`src/acr_pkg.sv`:
```
// shared constants of the converter control block
package acr_pkg;
	// register indices; byte address on the bus is four times the index
	localparam logic [7:0] IDX_RES_LO = 8'h78;
	localparam logic [7:0] IDX_RES_HI = 8'h79;
	localparam logic [7:0] IDX_CTRL   = 8'h7A;
	localparam logic [7:0] IDX_TRIG   = 8'h7B;
	localparam logic [7:0] IDX_MUX    = 8'h7C;
	// reset values
	localparam logic [7:0] RST_CTRL   = 8'h00;
	localparam logic [7:0] RST_MUX    = 8'h00;
	localparam logic [2:0] RST_TRIG   = 3'h0;
	localparam logic [9:0] RST_RESULT = 10'h000;
	// control and status field positions
	localparam int CTRL_EN    = 7;
	localparam int CTRL_START = 6;
	localparam int CTRL_ATE   = 5;
	localparam int CTRL_FLAG  = 4;
	localparam int CTRL_IE    = 3;
	localparam int CTRL_DIV   = 0;
	// input and reference select field positions
	localparam int MUX_REF  = 6;
	localparam int MUX_LEFT = 5;
	localparam int MUX_CHAN = 0;
	// conversion length in converter clock cycles
	localparam logic [4:0] FIRST_CYCLES  = 5'h19;
	localparam logic [4:0] NORMAL_CYCLES = 5'h0D;
	// trigger source code that means free running
	localparam logic [2:0] TRIG_FREE = 3'h0;
	// channel code boundaries
	localparam logic [4:0] CH_LAST_SINGLE = 5'h07;
	localparam logic [4:0] CH_LAST_DIFF   = 5'h1D;
	localparam logic [4:0] CH_BANDGAP     = 5'h1E;
	// reference source seen by the analog core
	typedef enum logic [1:0] {
		REF_EXT_PIN = 2'h0,
		REF_SUPPLY  = 2'h1,
		REF_INT_1V1 = 2'h2,
		REF_INT_2V56 = 2'h3
	} acr_ref_type;
	// kind of input connection
	typedef enum logic [1:0] {
		IN_SINGLE  = 2'h0,
		IN_DIFF    = 2'h1,
		IN_BANDGAP = 2'h2,
		IN_GROUND  = 2'h3
	} acr_kind_type;
	// amplifier gain of the differential path
	typedef enum logic [1:0] {
		GAIN_1X   = 2'h0,
		GAIN_10X  = 2'h1,
		GAIN_200X = 2'h2
	} acr_gain_type;
	// conversion sequencer state
	typedef enum logic [0:0] {
		ST_IDLE = 1'h0,
		ST_CONV = 1'h1
	} acr_state_type;
endpackage

```
`src/acr_clock_div.sv`:
```
`timescale 1ns/100ps
// converter clock enable: one pulse every 2 to 128 system clocks
module acr_clock_div (
	input  wire logic       clk_i,     // system clock
	input  wire logic       rst_i,     // synchronous reset
	input  wire logic       run_i,     // converter enabled
	input  wire logic [2:0] divider_i, // division code
	output logic            tick_o     // one-cycle converter clock enable
);
	logic [6:0] cnt_q; // cycles since the last pulse

	// division code to terminal count (factor minus one)
	function automatic logic [6:0] last_count(input logic [2:0] code);
		last_count = (code == 3'h0) ? 7'h01 : 7'((8'h01 << code) - 8'h01);
	endfunction

	// prescaled converter clock
	always_ff @(posedge clk_i) begin
		if (rst_i || !run_i) begin
			cnt_q  <= 7'h00;
			tick_o <= 1'b0;
		end else if (cnt_q >= last_count(divider_i)) begin
			cnt_q  <= 7'h00;
			tick_o <= 1'b1;
		end else begin
			cnt_q  <= cnt_q + 7'h01;
			tick_o <= 1'b0;
		end
	end
endmodule // acr_clock_div

```
`src/acr_adc_ctrl.sv`:
```
`timescale 1ns/100ps
// Overview of operation
// reference change waits for conversion end
// reference codes: pin, supply, 1.1V, 2.56V
// alignment change shows at once
// align bit one left, zero right
// codes 0-7 single, 30 bandgap, 31 ground
// codes 8-29 differential pairs with gain
// channel change waits for conversion end
// enable on; disable aborts running conversion
// start bit starts one, or first freerun
// first conversion 25 cycles, later 13
// start reads busy; writing zero ignored
// auto trigger on selected rising edge
// flag set with result register update
// flag cleared by vector or writing one
// interrupt when flag, enable, global enable
// prescaler divides system clock 2 to 128
// differential result two's complement
// low byte read locks until high read
// low byte at base, high at plus one
// right aligned: bits 9:0, upper zero
// left aligned: bits 15:6, lower zero
// trigger select chooses auto trigger source
// core port: sample, start, result latch
module acr_adc_ctrl (
	input  wire logic           clk_i,            // system clock
	input  wire logic           rst_i,            // synchronous reset
	input  wire logic [11:0]    wb_adr_i,         // byte address
	input  wire logic [31:0]    wb_dat_i,         // write data
	input  wire logic [3:0]     wb_sel_i,         // byte enables
	input  wire logic           wb_we_i,          // write
	input  wire logic           wb_cyc_i,         // cycle
	input  wire logic           wb_stb_i,         // strobe
	output logic [31:0]         wb_dat_o,         // read data
	output logic                wb_ack_o,         // acknowledge
	input  wire logic [7:0]     trigger_i,        // trigger sources by select code
	input  wire logic           global_irq_en_i,  // processor global enable
	input  wire logic           irq_ack_i,        // vector executed
	output logic                irq_o,            // conversion complete request
	input  wire logic           core_done_i,      // core result ready
	input  wire logic [9:0]     core_result_i,    // core raw result
	output logic                core_enable_o,    // core powered
	output logic                core_clk_en_o,    // converter clock enable
	output logic                core_sample_o,    // sample pulse at start
	output logic                core_busy_o,      // conversion running
	output logic                core_init_o,      // running conversion initialises
	output acr_pkg::acr_ref_type  core_ref_o,     // reference source
	output logic                core_int_ref_on_o, // internal reference powered
	output acr_pkg::acr_kind_type core_kind_o,    // input kind
	output logic [2:0]          core_pos_o,       // positive or single input
	output logic [1:0]          core_neg_o,       // negative input
	output acr_pkg::acr_gain_type core_gain_o     // gain
);
	logic [7:0]  mux_q;       // reference, alignment, channel
	logic        enable_q;    // converter enable
	logic        ate_q;       // auto trigger enable
	logic        flag_q;      // conversion done flag
	logic        ie_q;        // interrupt enable
	logic [2:0]  div_q;       // prescaler code
	logic [2:0]  trig_q;      // trigger source select
	acr_pkg::acr_state_type state_q; // sequencer state
	logic        need_init_q; // next conversion initialises
	logic [4:0]  len_q;       // length of running conversion
	logic [4:0]  cnt_q;       // converter cycles elapsed
	logic [9:0]  result_q;    // stored result, right aligned
	logic        lock_q;      // result locked after low byte read
	logic        trig_prev_q; // previous selected trigger level
	logic [4:0]  chan_q;      // channel applied to the core
	logic        tick;        // converter clock enable
	logic        req;         // new bus request
	logic        wr;          // register write
	logic [7:0]  idx;         // register index
	logic [7:0]  wdat;        // write byte
	logic        wr_ctrl;     // control register write
	logic        en_next;     // enable after this cycle
	logic        busy;        // conversion running
	logic        trig_edge;   // auto trigger event
	logic        start_go;    // conversion begins now
	logic        conv_done;   // conversion finishes now
	logic        res_write;   // result register update
	logic        free_run;    // restart after completion
	logic [15:0] shown;       // result as the data register shows it

	// result as seen in the 16-bit data register
	function automatic logic [15:0] present(input logic [9:0] r, input logic left);
		present = left ? {r, 6'h00} : {6'h00, r};
	endfunction

	// channel code to input kind
	function automatic acr_pkg::acr_kind_type kind_of(input logic [4:0] c);
		if (c <= acr_pkg::CH_LAST_SINGLE)
			kind_of = acr_pkg::IN_SINGLE;
		else if (c <= acr_pkg::CH_LAST_DIFF)
			kind_of = acr_pkg::IN_DIFF;
		else if (c == acr_pkg::CH_BANDGAP)
			kind_of = acr_pkg::IN_BANDGAP;
		else
			kind_of = acr_pkg::IN_GROUND;
	endfunction

	// bus decode
	assign req     = wb_cyc_i & wb_stb_i & ~wb_ack_o;
	assign idx     = wb_adr_i[9:2];
	assign wdat    = wb_dat_i[7:0];
	assign wr      = req & wb_we_i & wb_sel_i[0] & (wb_adr_i[11:10] == 2'h0);
	assign wr_ctrl = wr & (idx == acr_pkg::IDX_CTRL);
	assign en_next = wr_ctrl ? wdat[acr_pkg::CTRL_EN] : enable_q;
	assign busy    = (state_q == acr_pkg::ST_CONV);
	assign shown   = present(result_q, mux_q[acr_pkg::MUX_LEFT]);

	// selected trigger and its rising edge
	assign trig_edge = ate_q & (trig_q != acr_pkg::TRIG_FREE) & trigger_i[trig_q] & ~trig_prev_q;

	// software or trigger start
	assign start_go = en_next & ~busy &
		((wr_ctrl & wdat[acr_pkg::CTRL_START]) | trig_edge);

	// completion needs full length and core ready
	assign conv_done = busy & enable_q & (cnt_q == len_q) & core_done_i;
	// no update while locked
	assign res_write = conv_done & ~lock_q;
	// free running restarts itself
	assign free_run  = ate_q & (trig_q == acr_pkg::TRIG_FREE);

	// converter clock divider
	acr_clock_div u_div (
		.clk_i     (clk_i),
		.rst_i     (rst_i),
		.run_i     (enable_q),
		.divider_i (div_q),
		.tick_o    (tick)
	);

	// software written control fields
	always_ff @(posedge clk_i) begin
		if (rst_i) begin
			mux_q    <= acr_pkg::RST_MUX;
			enable_q <= acr_pkg::RST_CTRL[acr_pkg::CTRL_EN];
			ate_q    <= acr_pkg::RST_CTRL[acr_pkg::CTRL_ATE];
			ie_q     <= acr_pkg::RST_CTRL[acr_pkg::CTRL_IE];
			div_q    <= acr_pkg::RST_CTRL[acr_pkg::CTRL_DIV +: 3];
			trig_q   <= acr_pkg::RST_TRIG;
		end else if (wr) begin
			case (idx)
				acr_pkg::IDX_MUX: begin
					mux_q <= wdat;
				end
				acr_pkg::IDX_TRIG: begin
					trig_q <= wdat[2:0];
				end
				acr_pkg::IDX_CTRL: begin
					// enable bit
					enable_q <= wdat[acr_pkg::CTRL_EN];
					ate_q    <= wdat[acr_pkg::CTRL_ATE];
					ie_q     <= wdat[acr_pkg::CTRL_IE];
					div_q    <= wdat[acr_pkg::CTRL_DIV +: 3];
				end
				default: begin
					mux_q <= mux_q;
				end
			endcase
		end
	end

	// trigger level history; a source switch can make an edge
	always_ff @(posedge clk_i) begin
		if (rst_i)
			trig_prev_q <= 1'b0;
		else
			trig_prev_q <= trigger_i[trig_q];
	end

	// conversion sequencer
	always_ff @(posedge clk_i) begin
		if (rst_i) begin
			state_q     <= acr_pkg::ST_IDLE;
			need_init_q <= 1'b1;
			len_q       <= acr_pkg::NORMAL_CYCLES;
			cnt_q       <= 5'h00;
		end else if (!en_next) begin
			// disable aborts
			state_q     <= acr_pkg::ST_IDLE;
			need_init_q <= 1'b1;
			cnt_q       <= 5'h00;
		end else begin
			case (state_q)
				acr_pkg::ST_IDLE: begin
					if (start_go) begin
						// initialising length
						state_q     <= acr_pkg::ST_CONV;
						len_q       <= need_init_q ? acr_pkg::FIRST_CYCLES
						                           : acr_pkg::NORMAL_CYCLES;
						need_init_q <= 1'b0;
						cnt_q       <= 5'h00;
					end
				end
				acr_pkg::ST_CONV: begin
					if (conv_done) begin
						// start bit drops unless free running
						state_q <= free_run ? acr_pkg::ST_CONV : acr_pkg::ST_IDLE;
						len_q   <= acr_pkg::NORMAL_CYCLES;
						cnt_q   <= 5'h00;
					end else if (tick && cnt_q != len_q) begin
						cnt_q <= cnt_q + 5'h01;
					end
				end
				default: begin
					state_q <= acr_pkg::ST_IDLE;
				end
			endcase
		end
	end

	// core strobes follow the sequencer
	always_ff @(posedge clk_i) begin
		if (rst_i) begin
			core_sample_o <= 1'b0;
			core_init_o   <= 1'b0;
		end else begin
			core_sample_o <= (start_go | (conv_done & free_run)) & en_next;
			if (start_go)
				core_init_o <= need_init_q;
			else if (conv_done || !en_next)
				core_init_o <= 1'b0;
		end
	end

	// selection applied only between conversions
	always_ff @(posedge clk_i) begin
		if (rst_i) begin
			chan_q            <= acr_pkg::RST_MUX[4:0];
			core_ref_o        <= acr_pkg::REF_EXT_PIN;
			core_int_ref_on_o <= 1'b0;
			core_kind_o       <= acr_pkg::IN_SINGLE;
			core_pos_o        <= 3'h0;
			core_neg_o        <= 2'h0;
			core_gain_o       <= acr_pkg::GAIN_1X;
		end else if (!busy || conv_done) begin
			chan_q <= mux_q[acr_pkg::MUX_CHAN +: 5];
			// reference decode
			core_ref_o        <= acr_pkg::acr_ref_type'(mux_q[acr_pkg::MUX_REF +: 2]);
			core_int_ref_on_o <= mux_q[acr_pkg::MUX_REF + 1];
			// channel and gain decode
			core_kind_o <= kind_of(mux_q[4:0]);
			core_pos_o  <= mux_q[2:0];
			core_neg_o  <= 2'h0;
			core_gain_o <= acr_pkg::GAIN_1X;
			if (mux_q[4:3] == 2'h1) begin
				core_pos_o  <= {1'b0, mux_q[2], mux_q[0]};
				core_neg_o  <= mux_q[2] ? 2'h2 : 2'h0;
				core_gain_o <= mux_q[1] ? acr_pkg::GAIN_200X : acr_pkg::GAIN_10X;
			end else if (mux_q[4] && kind_of(mux_q[4:0]) == acr_pkg::IN_DIFF) begin
				core_neg_o <= mux_q[3] ? 2'h2 : 2'h1;
			end
		end
	end

	// result capture, R17 sign form for differential
	always_ff @(posedge clk_i) begin
		if (rst_i)
			result_q <= acr_pkg::RST_RESULT;
		else if (res_write)
			result_q <= (kind_of(chan_q) == acr_pkg::IN_DIFF)
				? {~core_result_i[9], core_result_i[8:0]} : core_result_i;
	end

	// byte lock across the two result reads
	always_ff @(posedge clk_i) begin
		if (rst_i)
			lock_q <= 1'b0;
		else if (req && !wb_we_i && idx == acr_pkg::IDX_RES_HI)
			lock_q <= 1'b0;
		else if (req && !wb_we_i && idx == acr_pkg::IDX_RES_LO)
			lock_q <= 1'b1;
	end

	// done flag; a completion beats a clear
	always_ff @(posedge clk_i) begin
		if (rst_i)
			flag_q <= acr_pkg::RST_CTRL[acr_pkg::CTRL_FLAG];
		else if (res_write)
			flag_q <= 1'b1;
		else if (irq_ack_i || (wr_ctrl && wdat[acr_pkg::CTRL_FLAG]))
			flag_q <= 1'b0;
	end

	// interrupt request
	always_ff @(posedge clk_i) begin
		if (rst_i)
			irq_o <= 1'b0;
		else
			irq_o <= flag_q & ie_q & global_irq_en_i;
	end

	// core enable and clock mirror
	always_ff @(posedge clk_i) begin
		if (rst_i) begin
			core_enable_o <= 1'b0;
			core_clk_en_o <= 1'b0;
			core_busy_o   <= 1'b0;
		end else begin
			core_enable_o <= enable_q;
			core_clk_en_o <= tick;
			core_busy_o   <= busy;
		end
	end

	// bus acknowledge and read data, one cycle after the request
	always_ff @(posedge clk_i) begin
		if (rst_i) begin
			wb_ack_o <= 1'b0;
			wb_dat_o <= 32'h0000_0000;
		end else begin
			wb_ack_o <= req;
			wb_dat_o <= 32'h0000_0000;
			if (req && !wb_we_i && wb_adr_i[11:10] == 2'h0) begin
				case (idx)
					// live alignment
					acr_pkg::IDX_RES_LO: begin
						wb_dat_o[7:0] <= shown[7:0];
					end
					acr_pkg::IDX_RES_HI: begin
						wb_dat_o[7:0] <= shown[15:8];
					end
					acr_pkg::IDX_CTRL: begin
						// start reads busy
						wb_dat_o[7:0] <= {enable_q, busy, ate_q, flag_q, ie_q, div_q};
					end
					acr_pkg::IDX_TRIG: begin
						wb_dat_o[2:0] <= trig_q;
					end
					acr_pkg::IDX_MUX: begin
						wb_dat_o[7:0] <= mux_q;
					end
					default: begin
						wb_dat_o <= 32'h0000_0000;
					end
				endcase
			end
		end
	end

	// checks
	property p_flag_set;
		@(posedge clk_i) disable iff (rst_i) res_write |=> flag_q && result_q == $past(
			(kind_of(chan_q) == acr_pkg::IN_DIFF) ? {~core_result_i[9], core_result_i[8:0]}
			: core_result_i);
	endproperty
	a_flag_set: assert property (p_flag_set) else $error("flag or result not updated");
	property p_flag_clr;
		@(posedge clk_i) disable iff (rst_i) irq_ack_i && !res_write |=> !flag_q;
	endproperty
	a_flag_clr: assert property (p_flag_clr) else $error("flag not cleared");
	property p_irq;
		@(posedge clk_i) disable iff (rst_i) irq_o == $past(flag_q && ie_q && global_irq_en_i);
	endproperty
	a_irq: assert property (p_irq) else $error("interrupt gating wrong");
	property p_abort;
		@(posedge clk_i) disable iff (rst_i) wr_ctrl && !wdat[acr_pkg::CTRL_EN] |=> !busy ##1 !core_busy_o;
	endproperty
	a_abort: assert property (p_abort) else $error("disable did not abort");
	property p_start;
		@(posedge clk_i) disable iff (rst_i) start_go |=> busy && core_sample_o && cnt_q == 5'h00;
	endproperty
	a_start: assert property (p_start) else $error("start not taken");
	property p_first_len;
		@(posedge clk_i) disable iff (rst_i) start_go |=> len_q == ($past(need_init_q) ? 5'h19 : 5'h0D);
	endproperty
	a_first_len: assert property (p_first_len) else $error("conversion length wrong");
	property p_left;
		@(posedge clk_i) disable iff (rst_i) req && !wb_we_i && idx == acr_pkg::IDX_RES_HI
			&& mux_q[acr_pkg::MUX_LEFT] |=> wb_ack_o && wb_dat_o[7:0] == $past(result_q[9:2]);
	endproperty
	a_left: assert property (p_left) else $error("left aligned high byte wrong");
	property p_right;
		@(posedge clk_i) disable iff (rst_i) req && !wb_we_i && idx == acr_pkg::IDX_RES_HI
			&& !mux_q[acr_pkg::MUX_LEFT] |=> wb_dat_o[7:0] == {6'h00, $past(result_q[9:8])};
	endproperty
	a_right: assert property (p_right) else $error("right aligned high byte wrong");
	property p_lock;
		@(posedge clk_i) disable iff (rst_i) lock_q && conv_done |=> $stable(result_q) && !$rose(flag_q);
	endproperty
	a_lock: assert property (p_lock) else $error("locked result changed");
	property p_hold;
		@(posedge clk_i) disable iff (rst_i) busy && !conv_done ##1 busy |-> $stable(core_pos_o)
			&& $stable(core_ref_o);
	endproperty
	a_hold: assert property (p_hold) else $error("selection changed mid conversion");
	c_convert: cover property (@(posedge clk_i) disable iff (rst_i) start_go ##[1:1000] res_write);
	c_lock: cover property (@(posedge clk_i) disable iff (rst_i) lock_q && conv_done);
	c_freerun: cover property (@(posedge clk_i) disable iff (rst_i) conv_done && free_run);
endmodule // acr_adc_ctrl

```
`config.mk`:
```
export PLATFORM = sky130hd
export DESIGN_NAME = acr_adc_ctrl
export DESIGN_NICKNAME = d
export VERILOG_FILES = /design/src/acr_pkg.sv /design/src/acr_clock_div.sv /design/src/acr_adc_ctrl.sv
export SDC_FILE = /design/constraint.sdc
export NUM_CORES = 1
export LEC_CHECK = 0
export ABC_AREA = 1
export BUFFER_PORTS_ARGS = -buffer_cell sky130_fd_sc_hd__buf_4
export CAP_MARGIN = 15
export CELL_PAD_IN_SITES_DETAIL_PLACEMENT = 1
export CELL_PAD_IN_SITES_GLOBAL_PLACEMENT = 2
export CORE_MARGIN = 2
export CORE_UTILIZATION = 27
export CTS_CLUSTER_SIZE = 25
export DETAILED_ROUTE_END_ITERATION = 6
export GPL_TIMING_DRIVEN = 1
export PLACE_DENSITY_LB_ADDON = 0.1
export SLEW_MARGIN = 20
export SYNTH_ARGS = -nofsm -noshare
export SYNTH_HDL_FRONTEND = slang
export SYNTH_HIERARCHICAL = 1
export SYNTH_SLANG_ARGS = --single-unit
```
`constraint.sdc`:
```
create_clock -name clk_i -period 1.8 [get_ports clk_i]
set_input_delay 0.18 -clock clk_i [delete_from_list [all_inputs] [get_ports clk_i]]
set_output_delay 0.18 -clock clk_i [all_outputs]
set_load 0.005 [all_outputs]
```
==> results of run 1 <==
flip-flops by register name, summed over array words and instances, names as in the netlist, 2 cells and up:
register and flops:
core_neg_o 2, core_pos_o 3, core_ref_o 2, cnt_q 5
result_q 10, wb_dat_o 8, div_q 3, chan_q 4
u_div/cnt_q 7, len_q 2, core_kind_o 2, core_gain_o 2
mux_q 8, trig_q 3
metrics by stage:
step	TNS, ps	cell area, um^2	hold slack (ps)	power, mW	std cells
2_1_floorplan	0	3876	270.2	1.848	539
3_3_place_gp	0	4569	431.4	1.915	775
3_5_place_dp	0	4569	447.7	1.918	775
4_1_cts	0	4911	88.07	4.059	791
5_1_grt	-61.26	4933	87.99	4.150	792
6_report	0	4933	98.67	3.998	792
layout by cell type, fill, tap and decap left out, types with 9 or more instances in the layout:
cell       Yosys  routed
nand2_1       84      83
conb_1         1      24
nand3_1       31      31
buf_4         27      92
a21oi_1       55      55
clkbuf_16      0       9
dfxtp_1       77      74
ha_1           9       9
nor2_1        48      48
o21ai_0       41      41
inv_1         69      68
power breakdown:
| group | internal [mW] | leakage (nW) | switching [mW] | total (mW) |
|---|---|---|---|---|
| Clock | 1.39 | 0.167 | 0.728 | 2.12 |
| Combinational | 0.0833 | 1.36 | 0.0879 | 0.171 |
| Sequential | 1.71 | 0.622 | 0.000723 | 1.71 |
cell type report:
cell class                 instances  area (um^2)  area share
inverter                          72        271.5     0.05503
multi-input combinational        352         1823      0.3695
timing repair buffer              95        726.9      0.1473
clock buffer                      12        246.5     0.04996
sequential                        77         1545      0.3132
tap                              180        225.2     0.04565
clock inverter                     4        95.09     0.01927
worst min-delay path: stages:
cell and delay [ps]:
buf_4 80, a211o_1 80, a21oi_1 50
worst min-delay path by stage:
stage	start	to	slack, ps	cells past startpoint
floorplan	rst_i	enable_q$_SDFFE_PP0N_	270	1
global placement	need_init_q$_SDFFE_PP1P_	need_init_q$_SDFFE_PP1P_	430	2
detailed placement	need_init_q$_SDFFE_PP1P_	need_init_q$_SDFFE_PP1P_	450	2
CTS	irq_ack_i	flag_q$_SDFFE_PP0P_	90	3
global route	irq_ack_i	flag_q$_SDFFE_PP0P_	90	3
finish	irq_ack_i	flag_q$_SDFFE_PP0P_	100	3
cells by family after synthesis:
| group | after synthesis | share of synthesized area |
|---|---|---|
| and+or+nand+nor | 198 | 0.2433 |
| AOI/OAI and AO/OA | 114 | 0.1654 |
| buffers and inverters | 110 | 0.1377 |
| DFF | 77 | 0.4067 |
| adders and majority gates | 9 | 0.02971 |
| xor gates and xnor gates | 7 | 0.01618 |
| other | 1 | 0.0009895 |
per-layer routing:
layer	track usage	up-vias	part of all wire
met5	0	-	0
met4	0.03448	0	0.0075
met3	0.05019	8	0.033
met2	0.2733	51	0.49
met1	0.1938	1672	0.47
li1	-	1798	-
what timing repair did:
item / CTS / global route
buffers inserted: 0 / 0
resized for setup: 0 / 8
setup endpoints to repair: 0 / 20
hold buffers: 0 / 0
==> results_dict.tcl, run 1 <==
set metrics [dict create \
    start_util 0.2752 \
    cts_sinks 77 \
    synth_edf_count 0 \
    crit_path_top_delay_cell "dfxtp_2" \
    fillers 1749 \
    grt_max_degree 34 \
    rows 43 \
    mappedNetlistArea_um2 3790 \
    insertion_delay_ps 340 \
    n_antenna_cell 0 \
    p_leak_nw 2.148 \
    core_area_um2 13770 \
    hold_path.class "primary input to flop" \
    clockBufferDepth 2 \
    yosys_warnings 6 \
    path_cells "xor2_1, nor2_1, nand4_2, nand2_2, buf_6, nand2_1, or2_0, a21oi_1" \
    critical_path.max_fanout 5 \
    cp.depth 8 \
    antenna_found_initial 0 \
    cts_max_level 3 \
    worstPathRequired_ps 2070 \
    cp-startpoint "cnt_q[4]$_SDFFE_PP0P_" \
    first_pass_iters 4 \
    yosysMostFrequentCell "nand2_1" \
    worstReg2RegStart "cnt_q[4]$_SDFFE_PP0P_" \
    yosysTopAreaCell "dfxtp_1" \
    rr_worst_depth 8 \
    synth_commonest_cells "84 x nand2_1, 77 x dfxtp_1, 69 x inv_1, 55 x a21oi_1, 48 x nor2_1" \
    grt_usage 0.1588 \
    die_area_um2 15000 \
    hold_viol 0 \
    synth_seq_area_share 0.4067 \
    pre_cts_slack_ps 92.77 \
    ys_ff_latch 77 \
    crit_arrival_ps 1940 \
    cts_tree "done" \
    syn_inst 516 \
    nNetsFinal 690 \
    async_reset_ff_frac 0 \
    critPathBufInv 1 \
    synth_top_area_frac 0.4067 \
    final_util 0.3582 \
    power_density_nw_per_um2 810.4 \
    postRouteWirelength_um 11120 \
    num_vias 3529 \
    port_buffers 71 \
    gp_congestion 0.7610 \
    clock_skew_ps 2.790 \
    outcome "completed" \
    rsz0062_at_grt "true" \
    synth.distinct_cells 42 \
    final-setup-viol-count 0 \
    grt_pass1_wl_um 18240 \
    timing.final.crit_share 0.9266 \
    fmax_mhz 599.5 \
    fin_crit_ps 1668 \
    worst-r2r-setup-slack_ps 130 \
    wl_per_cell_um 14.03 \
    syn_area_per_cell_um2 7.345 \
    drc 0 \
    grt_pass1_vias 3646 \
    crit_type "flop to flop" \
    ant_nets 0 \
    peakVddDrop_v 0.0004925 \
    die_x_um 122.5 \
    cts_root_buf "clkbuf_16" \
    drv_cap 0 \
    r2r-end "core_pos_o[2]$_SDFFE_PP0P_" \
    ioPinCount 125 \
    worst_setup_path_start_kind "flop" \
    synth_area_leaders "dfxtp_1 41%, nand2_1 8.3%, a21oi_1 7.3%" \
    place.detailed.hpwl_um 8597 \
    syn_to_final_growth_pct 30.17 \
    drt-initial-drc-count 119 \
    drive_gt1_frac 0.2320 \
    yosys_most_used_dff "dfxtp_1" \
    numCtsBuffers 9 \
    critical_path.top_delay_family "simple AND/OR/NAND/NOR gates" \
    die_h_um 122.5 \
    cp-endpoint "core_pos_o[2]$_SDFFE_PP0P_" \
    max_stage_delay_ps 340 \
    setup_slack_ps 132.0 \
    vias_per_cell 4.456 \
    timing.critical_path.to_type "flop" \
    path_clk_slew_ps 60 \
    grt-ovfl-total 0 \
    slew_viol_final 0 \
]
Power figures use the tool's default switching activity.
==> run 2, diff against run 1 <==
--- a/config.mk
+++ b/config.mk
@@ -16,6 +16,7 @@
 export DETAILED_ROUTE_END_ITERATION = 6
 export GPL_TIMING_DRIVEN = 1
 export PLACE_DENSITY_LB_ADDON = 0.1
+export REMOVE_ABC_BUFFERS = 1
 export SLEW_MARGIN = 20
 export SYNTH_ARGS = -nofsm -noshare
 export SYNTH_HDL_FRONTEND = slang
==> constraint.sdc (replaced) <==
create_clock -name clk_i -period 1.7 [get_ports clk_i]
set_input_delay 0.17 -clock clk_i [delete_from_list [all_inputs] [get_ports clk_i]]
set_output_delay 0.17 -clock clk_i [all_outputs]
set_load 0.02 [all_outputs]
==> results_dict.tcl, run 2 (synthesized netlist as in run 1, its figures left out) <==
set metrics [dict create \
    outcome "completed" \
    die_h_um 122.5 \
    switching_share 0.2181 \
    num_vias 3541 \
    cts_root_buf "clkbuf_16" \
    ioPinCount 125 \
    cts_sinks 77 \
    wl_per_cell_um 14.10 \
    placed_cells 781 \
    regMostFlops "result_q" \
    top_layer_used "met4" \
    peakVddDrop_v 0.0003767 \
    min_from "global_irq_en_i" \
    finalNonFillerCells 799 \
    final-setup-viol-count 0 \
    postCtsHoldBufs 0 \
    grt_max_degree 19 \
    drv_cap 0 \
    clockBufferDepth 2 \
    worst-r2r-setup-slack_ps 130 \
    crit_type "flop to flop" \
    syn_to_final_growth_pct 31.30 \
    slew_viol_final 0 \
    cts_max_level 3 \
    port_buffers 71 \
    route.met2.wl_um 5377 \
    drive_gt1_frac 0.2488 \
    hold_path.class "primary input to flop" \
    postRouteWirelength_um 11270 \
    first_pass_iters 4 \
    start_util 0.2752 \
    numCtsBuffers 9 \
    pwr-share-comb 0.055 \
    cts_tree "done" \
    grt_pass1_wl_um 17930 \
    seq_power_share 0.445 \
    rows 43 \
    n_antenna_cell 0 \
    setup_slack_ps 131.5 \
    switching_power_uw 886.4 \
    drc 0 \
    wl_met1_um 5362 \
    path_clk_slew_ps 60 \
    worst_setup_path_start_kind "flop" \
    die_x_um 122.5 \
    reg_top3 "result_q: 10 flops, mux_q: 8 flops, wb_dat_o: 8 flops" \
    insertion_delay_ps 340 \
    fillers 1745 \
    gp_congestion 0.7851 \
    fmax_mhz 637.5 \
    fin_tns_setup_ps 0 \
    grt_pass1_vias 3529 \
    worstPathRequired_ps 1980 \
    timing.critical_path.to_type "flop" \
    p_int_mw 3.177 \
    layout_commonest_cell "buf_4" \
    grt_usage 0.1574 \
    final_cell_mix "102 x buf_4, 83 x nand2_1, 75 x dfxtp_1, 67 x inv_1, 53 x a21oi_1" \
    vias_per_cell 4.432 \
    nNetsFinal 697 \
    worstReg2RegStart "cnt_q[1]$_SDFFE_PP0P_" \
    timing.final.crit_share 0.9227 \
    p_leak_nw 2.138 \
    fin_crit_ps 1569 \
    crit_arrival_ps 1850 \
    die_area_um2 15000 \
    largest_reg_flops 10 \
    core_area_um2 13770 \
    antenna_found_initial 0 \
    rsz0062_at_grt "true" \
    wl_met3_um 325 \
    ant_nets 0 \
    power_density_nw_per_um2 816.6 \
    drt-initial-drc-count 110 \
    place.detailed.hpwl_um 8951 \
    clock_skew_ps 6.326 \
    clkPwrFrac 0.500 \
    critical_path.max_fanout 4 \
    grt-ovfl-total 0 \
    hold_viol 0 \
    cp-startpoint "cnt_q[1]$_SDFFE_PP0P_" \
    pre_cts_slack_ps -5.886 \
    finalPower_mw 4.063 \
]
-- run 2: final timing paths --
| path | endpoint | cells after the start |
|---|---|---|
| setup / recovery | cnt_q[1]$_SDFFE_PP0P_ | 11 |
| hold / removal | irq_o$_SDFF_PP0_ | 3 |
| setup reg to reg | cnt_q[1]$_SDFFE_PP0P_ | 11 |
| hold reg to reg | irq_o$_SDFF_PP0_ | 2 |
-- run 2: final cells by class --
cell class | instances | area, um^2 | share of cell area
Timing Repair Buffer | 102 | 765.7 | 0.1539
Sequential cell | 77 | 1544 | 0.3103
Clock inverter | 5 | 75.07 | 0.01509
Clock buffer | 11 | 232.7 | 0.04677
Inverter | 72 | 271.5 | 0.05456
Multi-Input combinational cell | 352 | 1862 | 0.3742
Tap cell | 180 | 225.2 | 0.04526
-- run 2: worst max-delay path: stages, from the launching register on --
cell	delay, ps
dfxtp_1	330
inv_1	60
ha_1	170
nand2_1	100
inv_2	60
nand4_4	90
nand2_2	90
buf_4	140
or2_2	260
nand3_1	90
nand2_1	70
nor2_2	60
-- run 2: what timing repair did --
| item | CTS | global route |
|---|---|---|
| setup buffers | 0 | 2 |
| gates cloned | 0 | 0 |
| setup endpoints to repair | 3 | 39 |
| hold endpoints to repair | 0 | 0 |
| pin swaps | 0 | 3 |
| gates resized for setup | 3 | 16 |
-- run 2: through the flow --
stage               hold WS (ps)  instance area [um^2]    util
floorplan                  239.1                  3626       -
global placement           427.4                  4602  0.3341
detailed placement         429.2                  4602  0.3341
CTS                        70.05                  4926  0.3576
global route               89.72                  4976  0.3613
finish                     79.65                  4976  0.3613
-- run 2: power groups by stage --
| stage | Sequential, mW | Combinational [mW] | Clock [mW] |
|---|---|---|---|
| final | 1.81 | 0.224 | 2.03 |
| after global routing | 1.81 | 0.249 | 2.17 |
| after CTS | 1.81 | 0.226 | 2.10 |
| after detailed placement | 1.85 | 0.224 | 0 |
| after global placement | 1.85 | 0.222 | 0 |
| after floorplan | 1.85 | 0.0958 | 0 |
-- run 2: metal layers --
layer,GRT usage,vias up
li1,-,1821
met1,0.2022,1637
met2,0.2628,68
met3,0.02463,15
met4,0.06394,0
met5,0,-
